**src/inc/mhe_regs.svh**
```systemverilog
`ifndef MHE_REGS_SVH
`define MHE_REGS_SVH
// ==========================================================
// Register offsets (byte addresses)
`define MHE_OFF_CTRL    8'h00
`define MHE_OFF_DECAY   8'h04
`define MHE_OFF_STATUS  8'h08
`define MHE_OFF_ADDR    8'h0C
`define MHE_OFF_LEVEL   8'h10
// ==========================================================
// Control field positions
`define MHE_CTRL_MODE   0
`define MHE_CTRL_DIR    1
`define MHE_CTRL_BLK_LO 2
`define MHE_CTRL_BLK_HI 4
// Decay field positions
`define MHE_DEC_CHAN    0
`define MHE_DEC_LA      1
`define MHE_DEC_LB      2
`define MHE_DEC_LC      3
`define MHE_DEC_WR      4
// ==========================================================
// Reset values: every switch ON except the write strobe
`define MHE_CTRL_RST    5'h1F
`define MHE_DECAY_RST   5'h0F
// ==========================================================
// Timing
`define MHE_CLK_HZ      10000000
`define MHE_WR_PULSE_NS 200
`endif

```
**src/inc/mhe_pkg.sv**
```systemverilog
`default_nettype none
// ==========================================================
// Types
package mhe_pkg;
    typedef enum logic [1:0] {
        MHE_IDLE,
        MHE_PULSE,
        MHE_WAIT
    } mhe_wr_e;
    typedef logic [7:0] mhe_cnt_t;
endpackage : mhe_pkg
`default_nettype wire

```
**src/core/mhe_emulator.sv**
```systemverilog
// What this block does
// - Each step writes one winding only
// - Mode ON steps, OFF loads decay
// - Direction switch sets count, ON up
// - Block switches drive A8-A10, ON low
// - Channel switch drives address bit zero in decay mode
// - Level switches feed bit pairs, ON zero
// - Strobe toggle in decay mode gives one write pulse unless one is running
// - Eight-bit counter, MSB is marker
// - Edge flag low at block end while step is low
`include "mhe_regs.svh"
`default_nettype none
module mhe_emulator
    import mhe_pkg::*;
#(
    parameter int CNT_W = 8
)
(
    input  wire logic        mclk_i,
    input  wire logic        rst_n_i,
    input  wire logic        step_i,
    input  wire logic        wb_cyc_i,
    input  wire logic        wb_stb_i,
    input  wire logic        wb_we_i,
    input  wire logic [7:0]  wb_adr_i,
    input  wire logic [31:0] wb_dat_i,
    input  wire logic [3:0]  wb_sel_i,
    output logic [31:0]      wb_dat_o,
    output logic             wb_ack_o,
    output logic [10:0]      table_addr_o,
    output logic             winding_sel_o,
    output logic             ctrl_addr0_o,
    output logic [7:0]       ctrl_data_o,
    output logic             ctrl_wr_n_o,
    output logic             cycle_marker_o,
    output logic             block_edge_n_o
);
    localparam int WR_CYC =
        (`MHE_WR_PULSE_NS * (`MHE_CLK_HZ / 1000000) + 999) / 1000;

    // ======================================================
    // Bus slave
    logic [4:0]  ctrl;
    logic [4:0]  decay;
    logic        ack;
    logic [31:0] rdat;
    logic [4:0]  next_ctrl;
    logic [4:0]  next_decay;
    logic        next_ack;
    logic [31:0] next_rdat;
    logic        req;
    logic        mode_step;

    mhe_cnt_t    cnt;
    logic        wsel;
    logic        step_lvl;
    logic        step_rise;

    assign req = wb_cyc_i & wb_stb_i & ~ack;
    assign mode_step = ctrl[`MHE_CTRL_MODE];

    always_comb
    begin
        next_ctrl  = ctrl;
        next_decay = decay;
        next_ack   = req;
        next_rdat  = 32'h0000_0000;
        if (req && wb_we_i && wb_sel_i[0])
        begin
            if (wb_adr_i == `MHE_OFF_CTRL)
                next_ctrl = wb_dat_i[4:0];
            else if (wb_adr_i == `MHE_OFF_DECAY)
                next_decay = wb_dat_i[4:0];
        end
        if (req && !wb_we_i)
        begin
            if (wb_adr_i == `MHE_OFF_CTRL)
                next_rdat = {27'h0, ctrl};
            else if (wb_adr_i == `MHE_OFF_DECAY)
                next_rdat = {27'h0, decay};
            else if (wb_adr_i == `MHE_OFF_STATUS)
                next_rdat = {29'h0, block_edge_n_o, wsel, step_lvl};
            else if (wb_adr_i == `MHE_OFF_ADDR)
                next_rdat = {21'h0, table_addr_o};
            else if (wb_adr_i == `MHE_OFF_LEVEL)
                next_rdat = {24'h0, cnt};
        end
    end

    always_ff @(posedge mclk_i)
    begin
        if (!rst_n_i)
        begin
            ctrl  <= `MHE_CTRL_RST;
            decay <= `MHE_DECAY_RST;
            ack   <= 1'b0;
            rdat  <= 32'h0000_0000;
        end
        else
        begin
            ctrl  <= next_ctrl;
            decay <= next_decay;
            ack   <= next_ack;
            rdat  <= next_rdat;
        end
    end

    assign wb_ack_o = ack;
    assign wb_dat_o = rdat;

    // ======================================================
    // Step input from pin
    mhe_sync u_step
    (
        .mclk_i  (mclk_i),
        .rst_n_i (rst_n_i),
        .async_i (step_i),
        .level_o (step_lvl),
        .rise_o  (step_rise)
    );

    // ======================================================
    // Stepping: winding alternates, counter moves per microstep
    mhe_cnt_t next_cnt;
    logic     next_wsel;

    always_comb
    begin
        next_cnt  = cnt;
        next_wsel = wsel;
        if (mode_step && step_rise)
        begin
            next_wsel = ~wsel;
            if (wsel)
            begin
                if (ctrl[`MHE_CTRL_DIR])
                    next_cnt = cnt + 8'h01;
                else
                    next_cnt = cnt - 8'h01;
            end
        end
    end

    always_ff @(posedge mclk_i)
    begin
        if (!rst_n_i)
        begin
            cnt  <= 8'h00;
            wsel <= 1'b0;
        end
        else
        begin
            cnt  <= next_cnt;
            wsel <= next_wsel;
        end
    end

    // Switch ON means line low, hence inversion
    assign table_addr_o = {~ctrl[`MHE_CTRL_BLK_HI:`MHE_CTRL_BLK_LO],
                           cnt};
    assign winding_sel_o = wsel;
    assign cycle_marker_o = cnt[CNT_W-1];
    // Block end seen only while step is low
    assign block_edge_n_o = ~(~step_lvl &&
        ((ctrl[`MHE_CTRL_DIR] && cnt == 8'h00) ||
         (!ctrl[`MHE_CTRL_DIR] && cnt == 8'hFF)));

    // ======================================================
    // Decay write strobe, one pulse per toggle in decay mode while no pulse runs
    mhe_wr_e          wst;
    mhe_wr_e          next_wst;
    logic [3:0]       wcnt;
    logic [3:0]       next_wcnt;
    logic             strobe_prev;
    logic             strobe;

    assign strobe = decay[`MHE_DEC_WR];

    always_comb
    begin
        next_wst  = wst;
        next_wcnt = wcnt;
        case (wst)
            MHE_IDLE:
                if (!mode_step && strobe != strobe_prev)
                begin
                    next_wst  = MHE_PULSE;
                    next_wcnt = 4'(WR_CYC - 1);
                end
            MHE_PULSE:
                if (wcnt == 4'h0)
                    next_wst = MHE_IDLE;
                else
                    next_wcnt = wcnt - 4'h1;
            default:
                next_wst = MHE_IDLE;
        endcase
    end

    always_ff @(posedge mclk_i)
    begin
        if (!rst_n_i)
        begin
            wst         <= MHE_IDLE;
            wcnt        <= 4'h0;
            strobe_prev <= 1'b0;
        end
        else
        begin
            wst         <= next_wst;
            wcnt        <= next_wcnt;
            strobe_prev <= strobe;
        end
    end

    // Level ON gives zero in both bits of its pair
    logic [7:0] decay_word;
    assign decay_word = {2'b00,
                         {2{~decay[`MHE_DEC_LC]}},
                         {2{~decay[`MHE_DEC_LB]}},
                         {2{~decay[`MHE_DEC_LA]}}};

    // Stepping drives winding select as address bit zero
    assign ctrl_addr0_o = mode_step ? wsel
                                    : ~decay[`MHE_DEC_CHAN];
    assign ctrl_data_o  = mode_step ? 8'h00 : decay_word;
    assign ctrl_wr_n_o  = mode_step ? ~step_lvl
                                    : ~(wst == MHE_PULSE);

    // ======================================================
    // Checks
    AST_ONE_WINDING: assert property (
        @(posedge mclk_i) disable iff (!rst_n_i)
        mode_step && step_rise |=> wsel != $past(wsel))
        else $error("winding not alternated");
    AST_DECAY_FROZEN: assert property (
        @(posedge mclk_i) disable iff (!rst_n_i)
        !mode_step && !$past(mode_step) |=> $stable(cnt))
        else $error("counter moved in decay mode");
    AST_DIR_UP: assert property (
        @(posedge mclk_i) disable iff (!rst_n_i)
        mode_step && step_rise && wsel && ctrl[`MHE_CTRL_DIR]
        |=> cnt == $past(cnt) + 8'h01)
        else $error("count up wrong");
    AST_BLOCK_LOW: assert property (
        @(posedge mclk_i) disable iff (!rst_n_i)
        ctrl[`MHE_CTRL_BLK_LO] |-> !table_addr_o[8])
        else $error("block line not low");
    AST_CHAN: assert property (
        @(posedge mclk_i) disable iff (!rst_n_i)
        !mode_step |-> ctrl_addr0_o == ~decay[`MHE_DEC_CHAN])
        else $error("channel bit wrong");
    AST_LEVEL: assert property (
        @(posedge mclk_i) disable iff (!rst_n_i)
        !mode_step && decay[`MHE_DEC_LA] |-> ctrl_data_o[1:0] == 2'b00)
        else $error("level pair wrong");
    AST_PULSE: assert property (
        @(posedge mclk_i) disable iff (!rst_n_i)
        $fell(ctrl_wr_n_o) && !mode_step |-> ##[1:4] ctrl_wr_n_o)
        else $error("write pulse too long");
    AST_MARKER: assert property (
        @(posedge mclk_i) disable iff (!rst_n_i)
        cycle_marker_o == table_addr_o[7])
        else $error("marker not counter msb");
    AST_EDGE: assert property (
        @(posedge mclk_i) disable iff (!rst_n_i)
        step_lvl |-> block_edge_n_o)
        else $error("edge flag low while step high");
endmodule : mhe_emulator
`default_nettype wire

```
**src/core/mhe_sync.sv**
```systemverilog
`include "mhe_regs.svh"
`default_nettype none
// ==========================================================
// Two-stage synchroniser with rise detect
module mhe_sync
(
    input  wire logic mclk_i,
    input  wire logic rst_n_i,
    input  wire logic async_i,
    output logic      level_o,
    output logic      rise_o
);
    logic meta;
    logic stable;
    logic prev;
    logic next_meta;
    logic next_stable;
    logic next_prev;

    always_comb
    begin
        next_meta   = async_i;
        next_stable = meta;
        next_prev   = stable;
    end

    always_ff @(posedge mclk_i)
    begin
        if (!rst_n_i)
        begin
            meta   <= 1'b0;
            stable <= 1'b0;
            prev   <= 1'b0;
        end
        else
        begin
            meta   <= next_meta;
            stable <= next_stable;
            prev   <= next_prev;
        end
    end

    assign level_o = stable;
    assign rise_o  = stable & ~prev;
endmodule : mhe_sync
`default_nettype wire

```
**config.mk**
```make
export PLATFORM = sky130hd
export DESIGN_NAME = mhe_emulator
export DESIGN_NICKNAME = d
export VERILOG_FILES = /design/src/inc/mhe_pkg.sv /design/src/core/mhe_emulator.sv /design/src/core/mhe_sync.sv
export VERILOG_INCLUDE_DIRS = /design/src /design/src/inc
export SDC_FILE = /design/constraint.sdc
export NUM_CORES = 1
export LEC_CHECK = 0
export BUFFER_PORTS_ARGS = -buffer_cell sky130_fd_sc_hd__buf_2
export CAP_MARGIN = 25
export CORE_UTILIZATION = 42
export CTS_CLUSTER_DIAMETER = 150
export DETAILED_ROUTE_END_ITERATION = 12
export GPL_TIMING_DRIVEN = 0
export PLACE_DENSITY = 0.89
export SYNTH_ARGS = -nofsm -noshare
export SYNTH_HDL_FRONTEND = slang
export SYNTH_SLANG_ARGS = --single-unit
```
**constraint.sdc**
```tcl
create_clock -name mclk_i -period 1.91 [get_ports mclk_i]
set_input_delay 0.0955 -clock mclk_i [delete_from_list [all_inputs] [get_ports mclk_i]]
set_output_delay 0.0955 -clock mclk_i [all_outputs]
set_load 0.03 [all_outputs]
```
After elaboration in Yosys (flattened, before gate mapping)
Cells that the tools add are included.
{"block": "op_classes", "n_reduce_logical": 25, "n_eq_ne": 10, "n_lt_le_gt_ge": 0, "div": 0, "mul": 0, "muxes": 15, "add_sub_neg": 3, "shift": 0, "bitwise": 17}
{"operator": "$eq A8 B4 Y1 const B", "n": 2}
{"operator": "$logic_not A8 Y1", "n": 2}
{"operator": "$mux W8", "n": 2}
{"operator": "$mux W5", "n": 3}
{"operator": "$not A1 Y1", "n": 13}
{"operator": "$mux W11", "n": 1}
{"operator": "$add A8 B1 Y8 const B", "n": 1}
{"operator": "$eq A8 B3 Y1 const B", "n": 1}
{"operator": "$eq A8 B5 Y1 const B", "n": 1}
{"operator": "$eq A8 B8 Y1 const B", "n": 1}
{"operator": "$logic_and A1 B1 Y1", "n": 8}
{"operator": "$mux W4", "n": 2}
{"operator": "$pmux W4 S2", "n": 1}
{"operator": "$reduce_and A2 Y1", "n": 4}
{"operator": "$sub A8 B1 Y8 const B", "n": 1}
{"operator": "$mux W6", "n": 1}
{"operator": "$ne A2 B2 Y1 const B", "n": 3}
{"operator": "$reduce_and A3 Y1", "n": 2}
{"operator": "$reduce_or A6 Y1", "n": 1}
{"operator": "$reduce_or A5 Y1", "n": 1}
{"operator": "$logic_not A4 Y1", "n": 1}
{"operator": "$mux W2", "n": 2}
{"operator": "$pmux W2 S2", "n": 1}
{"operator": "$sub A4 B1 Y4 const B", "n": 1}
{"operator": "other kinds (9)", "n": 14}
{"block": "word_totals", "mem_count": 0, "wordCells": 84, "latchBits": 0, "rom_bits": 0, "register_bits": 62, "ramBits": 0}

Logic depth before layout (Yosys ltp)
Gate-level depths: netlist of run 1.
{"block": "depth", "word_depth": 8, "mapped_depth": 7, "ltp_nobuf": 7}

Hierarchy
From an unflattened synthesis of run 1, not the netlist that was laid out.
{"block": "hier_totals", "hier_cells": 262, "area_unflattened_um2": 2240.9}
{"module": "mhe_emulator", "area_per_inst_um2": 2148.3, "instances": 1, "cells_per_inst": 255}
{"module": "mhe_sync", "area_per_inst_um2": 92.6, "instances": 1, "cells_per_inst": 7}

Least setup slack after synthesis of run 1
Ideal clock, no wire load.
{"block": "synth_path", "path_kind": "register -> register", "startpoint": "reg cnt[4]", "endpoint": "reg cnt[7]", "path_slack_ns": 0.027, "n_path_buf": 0, "arrival_ns": 1.811, "setup_ns": 0.072, "synth_period_minus_slack_ns": 1.883, "path_stages_with_launch": 7, "path_cell_list": "dfxtp_1 -> ha_1 -> a21o_1 -> a31o_2 -> o21a_1 -> o21ai_1 -> mux2i_1"}
{"block": "synth_via", "elab_chain_cells": 2, "elab_cells_between_ends": 3}
{"element": "start: declaration", "line_no": "mhe_emulator.sv:54", "source": "mhe_cnt_t cnt;"}
{"element": "start signal: assignment", "line_no": "mhe_emulator.sv:153", "source": "cnt <= next_cnt;"}
{"element": "$sub A8 B1 Y8 / $add A8 B1 Y8 (equally long branches)", "line_no": "mhe_emulator.sv:139, mhe_emulator.sv:137"}
{"element": "$mux W8 *", "line_no": "mhe_emulator.sv:136", "source": "if (ctrl[`MHE_CTRL_DIR])"}
Mark *: on every way between the ends. The rest lies on a longest branch, timed or not.
A chain may end at the register's enable or synchronous reset.

Worst setup path in the final report of run 1
{"block": "layout_path", "startpoint": "reg cnt[2]", "endpoint": "out block_edge_n_o"}
{"block": "layout_via", "elab_chain_cells": 5, "elab_cells_between_ends": 7}
{"element": "$eq A8 B8 Y1 / $logic_not A8 Y1 (equally long branches)", "line_no": "mhe_emulator.sv:166, mhe_emulator.sv:165"}
{"element": "$logic_and A1 B1 Y1, on equally long branches", "line_no": "mhe_emulator.sv:166, mhe_emulator.sv:165"}
{"element": "$logic_or A1 B1 Y1 *", "line_no": "mhe_emulator.sv:165", "source": "((ctrl[`MHE_CTRL_DIR] && cnt == 8'h00) ||"}
{"element": "$logic_and A1 B1 Y1 *", "line_no": "mhe_emulator.sv:164", "source": "assign block_edge_n_o = ~(~step_lvl &&"}
{"element": "$not A1 Y1 *", "line_no": "mhe_emulator.sv:164"}
{"element": "end: declaration", "line_no": "mhe_emulator.sv:36", "source": "output logic block_edge_n_o"}
Marked as above.

==> results.yml, run 1 <==
worst_setup_path:
  crit_family: "simple AND/OR/NAND/NOR gates"
  crit_required_ns: 1.81
  arrival_ns: 1.75
  crit_cells: 4
  setup.worst_path.start: "cnt[2]"
  critPathLaunchType: "flop"
  end_kind: "output pin"
  path_buf_inv: 1
  r2r_start: "ctrl[1]"
  criticalPathCategory: "flop to output pin"
  r2r_cells: 7
  cp_max_fo: 6
  worstPathCellList: "nand4_1 > or4b_1 > a21o_1 > buf_2"
  slowest_stage: "or4b_1"
  cp_slowest_stage_delay_ns: 0.51
detailed_routing:
  dr.pass1.iters: 4
  dr.max_layer_used: "met4"
  initialDrtViolationCount: 252
  ant_nets: 0
  wl_met1_mm: 1.94
  dr_total_vias: 1943
  viasPerCell: 4.92
  drt-total-wl_mm: 4.78
  routedWlPerCell_um: 12.1
  drc: 0
  wl_met3_um: 375
  met2_length_mm: 2.35
final_layout:
  antenna_cells: 0
  num-nets-final: 387
  areaGrowthSynthToFinish_pct: 25.0
  drive_gt1_share_pct: 32.6
synth:
  postSynthCellCount: 245
  yosys-top-cells-area: "dfxtp_1, buf_4, mux2i_1, nand2_1, ha_1"
  yosysTopAreaCellShare_pct: 36.6
  syn_area_sq_um: 2190
  avgSynthCellArea_sq_um: 8.92
  ys_ff_latch: 40
  ys_seq_area_share_pct: 36.6
  synth-edff-count: 0
  synth_warnings: 0
  ys_types: 50
  ys.flop_type: "dfxtp_1"
  synth_top_area_cell: "dfxtp_1"
  synth-async-reset-ratio_pct: 0
clock_network:
  worstSkewPairLatency_ns: 0.29
  clockBufferDepth: 2
  cts.clk_slew.worst_paths_ns: 0.07
  cts_tree: "built"
  cts_buffers: 5
  cts_root_buf: "clkbuf_8"
  cts.sinks: 40
  htreeDepth: 2
job:
  maxCapViolCount: 0
placement:
  gp_congestion: 0.949
  dp_hpwl_mm: 3.66
  numPortBuffers: 53
sta:
  finalHoldViolations: 0
  maxSlewHeadroom_pct: 58.3
  clock.fmax_mhz: 541
  slew_violations: 0
  fin_skew_ns: 0.00477
  fin_crit_ns: 1.85
  rsz0062_at_grt: "no"
  finalCritPeriodShare_pct: 96.9
  max_slew.worst_pin.slew_ns: 0.622
  tns_ns: 0
  finalSetupViolations: 0
  hold_slack_ns: 0.00729
grt:
  antenna_found_initial: 0
  overflow: 0
  grt_pass1_vias: 1701
  grt_first_pass_wirelength_mm: 7.57
  track_usage_pct: 18.2
  grt_max_degree: 12
pwr:
  p_leak_nw: 1.39
  power-per-cell-area_nw_per_um2: 571
  ir_drop_v: 0.000298
floorplan:
  fp.dieW_um: 74.1
  fp.coreArea_sq_um: 4880
  start_util_pct: 44.8
  die_h_um: 74.1
  io_pins: 107
  rows: 25
  die_area_sq_um: 5500
run_status:
  outcome: "complete, no violations"
hold_path:
  min_path_cells: 2
  hold_path_startpoint: "step_i"
  hold_path.class: "input pin to flop"
logic make-up after synthesis:
family          after synthesis  synth area share [%]
xor+xnor                      8                  3.21
mux                          13                  5.95
buf+inv                      43                  12.5
fa+ha+maj                     9                  5.50
simple gates                 89                  23.4
flops                        40                  36.6
other cells                   1                 0.172
compound gates               42                  12.6
worst paths after layout:
check                                 endpoint  slack (ns)
worst max-delay path            block_edge_n_o        0.06
worst min-delay path               u_step.meta       0.007
worst max register to register          cnt[7]        0.07
worst min register to register  u_step.level_o        0.44
final cells by class:
cell class                 instances  area [sq um]
timing repair buffer              54           275
multi-input combinational        184          1210
buffer                            33           236
tap                               67          83.8
fill                             450          2150
inverter                          10          40.0
sequential                        40           806
clock buffer                       6          72.6
clock inverter                     1          5.00
metal layers:
metal | global-route usage [%] | up-vias
li1 | - | 964
met1 | 22.3 | 882
met2 | 29.9 | 83
met3 | 5.42 | 14
met4 | 7.48 | 0
met5 | 0 | -
cells in the final DEF (no fill, tap or decap), types with 4 or more instances in the layout:
cell	synthesis	layout
buf_2	0	53
dfxtp_1	40	36
nand2_1	29	29
buf_4	28	28
conb_1	1	23
nor2_1	15	15
mux2i_1	13	13
a21oi_1	10	9
inv_1	9	8
o21ai_0	7	7
a21o_1	6	6
and2_1	6	6
xnor2_1	6	6
ha_1	8	6
and3_1	5	5
clkbuf_1	4	5
o211ai_1	5	5
clkbuf_8	0	5
nand4_1	4	4
dfxtp_2	0	4
what timing repair did:
action | 4_1_cts | 5_1_grt
hold endpoints to repair | 1 | 0
pin swaps | 0 | 0
endpoints found under the setup margin | 2 | 3
gates resized for setup | 3 | 6
buffers inserted | 0 | 0
hold buffers | 1 | 0
power by group:
part           switching (mW)  total, mW  internal, mW
sequential            0.00515      0.844         0.839
clock                   0.275      0.523         0.248
combinational           0.125      0.192        0.0673
total                   0.405       1.56          1.15
cells in the mapped netlist (all sizes together) (6+ instances only):
cell type	count
a21oi	10
xnor2	6
nor2	15
a21o	6
nor3	6
ha	8
inv	9
dfxtp	40
nand2	30
buf	29
o21ai	8
and2	6
mux2i	13
flip-flops by register name, summed over array words and instances, names as in the netlist:
signal	flops
u_step.meta	1
wst	1
cnt	8
decay	5
u_step.level_o	1
wcnt	4
u_step.prev	1
winding_sel_o	1
ctrl	5
strobe_prev	1
wb_dat_o	11
wb_ack_o	1
per-stage QoR:
step	utilization, %	power, mW	std cells	cell area (sq um)	setup WS (ns)
after floorplan	-	1.00	267	2270	0.0272
after global placement	53.6	1.05	387	2620	-0.105
after detailed placement	53.6	1.05	387	2620	-0.155
after CTS	55.7	1.57	395	2720	0.0249
after global routing	56.0	1.62	395	2730	0.0104
final	56.0	1.56	395	2730	0.0599
Power figures use the tool's default switching activity.
==> run 2: changes to the inputs <==
--- a/config.mk
+++ b/config.mk
@@ -8,6 +8,7 @@
 export LEC_CHECK = 0
 export BUFFER_PORTS_ARGS = -buffer_cell sky130_fd_sc_hd__buf_2
 export CAP_MARGIN = 25
+export CORE_ASPECT_RATIO = 2
 export CORE_UTILIZATION = 42
 export CTS_CLUSTER_DIAMETER = 150
 export DETAILED_ROUTE_END_ITERATION = 12
==> results.yml, run 2 (synthesized netlist as in run 1, its figures left out) <==
grt:
  track_usage_pct: 19.9
  grt_max_degree: 15
  antenna_found_initial: 0
  overflow: 0
  grt_first_pass_wirelength_mm: 8.27
  grt_pass1_vias: 1933
worst_setup_path:
  slowest_stage: "dfxtp_4"
  end_kind: "flop"
  crit_required_ns: 2.14
  criticalPathCategory: "flop to flop"
  cp_max_fo: 7
  arrival_ns: 2.10
  crit_family: "compound AO/OA/AOI/OAI gates"
  path_buf_inv: 1
  cp_slowest_stage_delay_ns: 0.38
  critPathLaunchType: "flop"
  worstPathCellList: "clkinvlp_4 > ha_4 > a21o_1 > a31o_2 > o21a_1 > o21ai_2 > mux2i_1"
sta:
  fin_skew_ns: 0.00875
  hold_slack_ns: 0.0266
  rsz0062_at_grt: "yes"
  fin_crit_ns: 1.87
  max_slew.worst_pin.slew_ns: 0.627
  slew_violations: 0
  finalSetupViolations: 0
  maxSlewHeadroom_pct: 58.0
  finalCritPeriodShare_pct: 98.1
  finalHoldViolations: 0
  clock.fmax_mhz: 534
placement:
  numPortBuffers: 53
  gp_congestion: 0.877
  dp_hpwl_mm: 3.97
pwr:
  p_leak_nw: 1.41
  internal_power_mw: 1.30
  combPwrFrac_pct: 11.2
  p_clk_share_pct: 40.6
  power-per-cell-area_nw_per_um2: 618
  power.share.sequential_pct: 48.2
  p_sw_share_pct: 25.6
  finalPower_mw: 1.75
  ir_drop_v: 0.000507
  p_switching_uw: 448
detailed_routing:
  dr.pass1.iters: 4
  drt-total-wl_mm: 5.17
  routedWlPerCell_um: 13.2
  viasPerCell: 5.08
  ant_nets: 0
  dr_total_vias: 1986
  initialDrtViolationCount: 47
  drc: 0
final_layout:
  mostFrequentLayoutCell: "buf_2"
  antenna_cells: 0
  drive_gt1_share_pct: 34.7
  final_cell_mix: "buf_2, dfxtp_1, buf_4, nand2_1, conb_1"
  num-nets-final: 392
  nFillCells: 428
  fin_util_pct: 57.1
  largest_register_ffs: 11
  multiInputGateArea_sq_um: 1240
  regArea_sq_um: 808
  areaGrowthSynthToFinish_pct: 29.4
clock_network:
  clockBufferDepth: 2
  cts_buffers: 5
  htreeDepth: 2
  cts_root_buf: "clkbuf_8"
  worstSkewPairLatency_ns: 0.30
  cts.clk_slew.worst_paths_ns: 0.09
  cts_tree: "built"
  cts.sinks: 40
floorplan:
  rows: 36
  start_util_pct: 44.1
  io_pins: 107
  die_area_sq_um: 5510
  fp.coreArea_sq_um: 4950
  fp.dieW_um: 53.0
  die_h_um: 104
job:
  maxCapViolCount: 0
hold_path:
  hold_path.class: "input pin to flop"
run_status:
  outcome: "complete, no violations"
[run 2: power groups by stage]
stage | clock network [mW] | registers [mW] | logic [mW]
2_1_floorplan | 0 | 0.866 | 0.138
3_3_place_gp | 0 | 0.862 | 0.186
3_5_place_dp | 0 | 0.863 | 0.189
4_1_cts | 0.721 | 0.841 | 0.192
5_1_grt | 0.759 | 0.843 | 0.208
6_report | 0.710 | 0.842 | 0.195
[run 2: timing repair]
action,4_1_cts,5_1_grt
pin swaps,2,2
hold buffers,2,0
setup endpoints to repair,4,5
endpoints found under the hold margin,2,0
setup buffers,2,2
resized for setup,7,5
[run 2: path summary, 6_finish.rpt]
kind                            cells past startpoint             end   startpoint  slack, ns
worst max-delay path                                7          cnt[7]      ctrl[1]       0.04
worst max register to register                      7          cnt[7]      ctrl[1]       0.04
worst min register to register                      1  u_step.level_o  u_step.meta       0.44
worst min-delay path                                3         ctrl[2]  wb_dat_i[2]       0.03
[run 2: routing by layer]
metal	share of wire, %	up-vias	track usage, %
met1	33	884	17.6
met3	6.0	29	3.95
met5	0	-	0
met2	54	96	35.7
li1	-	977	-
met4	6.7	0	15.6
[run 2: worst register-to-register path, stage by stage (launching register included)]
cell,delay [ns]
dfxtp_4,0.38
clkinvlp_4,0.22
ha_4,0.31
a21o_1,0.18
a31o_2,0.22
o21a_1,0.17
o21ai_2,0.12
mux2i_1,0.20
[run 2: layout make-up]
class	instances	share of cell area, %
plain buffers	33	8.36
clock buffers	5	2.43
clock inverters	3	1.64
inverters	10	1.46
multi-input cells	184	43.9
flip-flops and latches	40	28.6
well taps	57	2.52
repair buffers	59	11.1
[run 2: metrics by stage]
step / setup WS (ns) / TNS [ns] / std cells / instance area (sq um)
after CTS: 0.00503 / 0 / 389 / 2790
after detailed placement: -0.183 / -0.317 / 377 / 2610
after global routing: -0.0510 / -0.174 / 391 / 2830
after floorplan: 0.0272 / 0 / 267 / 2270
final: 0.0370 / 0 / 391 / 2830
after global placement: -0.129 / -0.156 / 377 / 2610
==> run 3: changes to the inputs <==
--- a/config.mk
+++ b/config.mk
@@ -8,12 +8,14 @@
 export LEC_CHECK = 0
 export BUFFER_PORTS_ARGS = -buffer_cell sky130_fd_sc_hd__buf_2
 export CAP_MARGIN = 25
+export CELL_PAD_IN_SITES_DETAIL_PLACEMENT = 1
+export CELL_PAD_IN_SITES_GLOBAL_PLACEMENT = 1
 export CORE_ASPECT_RATIO = 2
-export CORE_UTILIZATION = 42
+export CORE_UTILIZATION = 29
 export CTS_CLUSTER_DIAMETER = 150
 export DETAILED_ROUTE_END_ITERATION = 12
 export GPL_TIMING_DRIVEN = 0
-export PLACE_DENSITY = 0.89
+export PLACE_DENSITY = 0.87
 export SYNTH_ARGS = -nofsm -noshare
 export SYNTH_HDL_FRONTEND = slang
 export SYNTH_SLANG_ARGS = --single-unit
==> results.yml, run 3 (synthesized netlist as in run 1, its figures left out) <==
detailed_routing:
  initialDrtViolationCount: 44
  viasPerCell: 4.75
  drc: 0
  routedWlPerCell_um: 14.6
  dr_total_vias: 1996
  dr.pass1.iters: 4
  ant_nets: 0
  drt-total-wl_mm: 6.12
worst_setup_path:
  worstPathCellList: "nand3_1 > or4b_1 > a21o_1 > buf_2"
  end_kind: "output pin"
  slowest_stage: "dfxtp_1"
  crit_family: "simple AND/OR/NAND/NOR gates"
  arrival_ns: 1.74
  critPathLaunchType: "flop"
  cp_max_fo: 7
  crit_required_ns: 1.81
  path_buf_inv: 1
  criticalPathCategory: "flop to output pin"
  cp_slowest_stage_delay_ns: 0.50
final_layout:
  drive_gt1_share_pct: 33.8
  nFillCells: 899
  final_area_sq_um: 2850
  largest_register_ffs: 11
  multiInputGateArea_sq_um: 1220
  antenna_cells: 0
  regArea_sq_um: 810
  layoutNonFillerInstCount: 420
  mostFrequentLayoutCell: "buf_2"
  fin_util_pct: 39.2
  num-nets-final: 386
  final_cell_mix: "buf_2, dfxtp_1, nand2_1, buf_4, conb_1"
  areaGrowthSynthToFinish_pct: 30.4
grt:
  antenna_found_initial: 0
  grt_max_degree: 14
  overflow: 0
  grt_first_pass_wirelength_mm: 9.81
  track_usage_pct: 16.3
  grt_pass1_vias: 2150
job:
  maxCapViolCount: 0
floorplan:
  rows: 44
  die_area_sq_um: 7910
  io_pins: 107
  start_util_pct: 30.1
  die_h_um: 125
  fp.coreArea_sq_um: 7270
  fp.dieW_um: 63.4
clock_network:
  worstSkewPairLatency_ns: 0.29
  cts.clk_slew.worst_paths_ns: 0.06
  cts_tree: "built"
  htreeDepth: 2
  post_cts_buffers: 0
  clockBufferDepth: 2
  cts.sinks: 40
  cts_root_buf: "clkbuf_16"
  cts_buffers: 5
  hold_buffers: 0
sta:
  clock.fmax_mhz: 544
  finalSetupViolations: 0
  maxSlewHeadroom_pct: 56.8
  tns_ns: 0
  hold_slack_ns: 0.00424
  fin_crit_ns: 1.84
  max_slew.worst_pin.slew_ns: 0.644
  setup_ws_ns: 0.0723
  fin_skew_ns: 0.00204
  finalCritPeriodShare_pct: 96.2
  finalHoldViolations: 0
  slew_violations: 0
placement:
  placed_area_sq_um: 2650
  numPortBuffers: 53
  dp_slack_ns: -0.220
  gp_congestion: 0.880
  dp_hpwl_mm: 4.86
  placed_cells: 412
pwr:
  p_leak_nw: 1.42
  ir_drop_v: 0.000319
  finalPower_mw: 2.00
  power-per-cell-area_nw_per_um2: 702
run_status:
  outcome: "complete, no violations"
hold_path:
  hold_path.class: "input pin to flop"
## run 3: changes by cell type in the layout (fill, tap and decap cells not counted), sizes merged
cell         before  now
buf              86   82
clkinvlp          2    1
clkinv            1    2
dlygate4sd3       2    0
## run 3: layout make-up
type | count | area share [%]
buffer | 33 | 8.30
clock buffer | 5 | 4.39
tap | 92 | 4.04
multi-input combinational | 184 | 42.7
clock inverter | 3 | 1.49
timing repair buffer | 53 | 9.31
inverter | 10 | 1.40
sequential | 40 | 28.4
## run 3: routing by layer
| layer | vias to the layer above | track usage (%) | routed length (um) |
|---|---|---|---|
| met3 | 25 | 2.29 | 224 |
| met2 | 74 | 30.1 | 3390 |
| met4 | 0 | 15.4 | 437 |
| met1 | 932 | 14.1 | 2070 |
| met5 | - | 0 | 0 |
| li1 | 965 | - | - |
## run 3: what timing repair did
item	4_1_cts	5_1_grt
gates cloned	0	0
setup endpoints to repair	4	5
pin swaps	0	1
gates resized for setup	4	8
## run 3: worst paths after layout
path	slack, ns	endpoint	cells past startpoint	start
worst max-delay path	0.07	block_edge_n_o	4	cnt[0]
worst min-delay path	0.004	wb_dat_o[3]	2	wb_we_i
worst max register to register	0.11	cnt[7]	7	ctrl[1]
worst min register to register	0.44	u_step.level_o	1	u_step.meta
## run 3: where the power goes
part / leakage [nW] / switching [mW] / internal [mW]
logic: 1.02 / 0.129 / 0.0660
registers: 0.325 / 0.00561 / 0.838
clock network: 0.0798 / 0.350 / 0.614
## run 3: worst reg2reg max path: cells and delay by family, from the launching register on
family	cells	cell delay [ns]
compound gates	4	0.73
buf+inv	1	0.11
fa+ha+maj	1	0.33
flops	1	0.37
mux	1	0.19
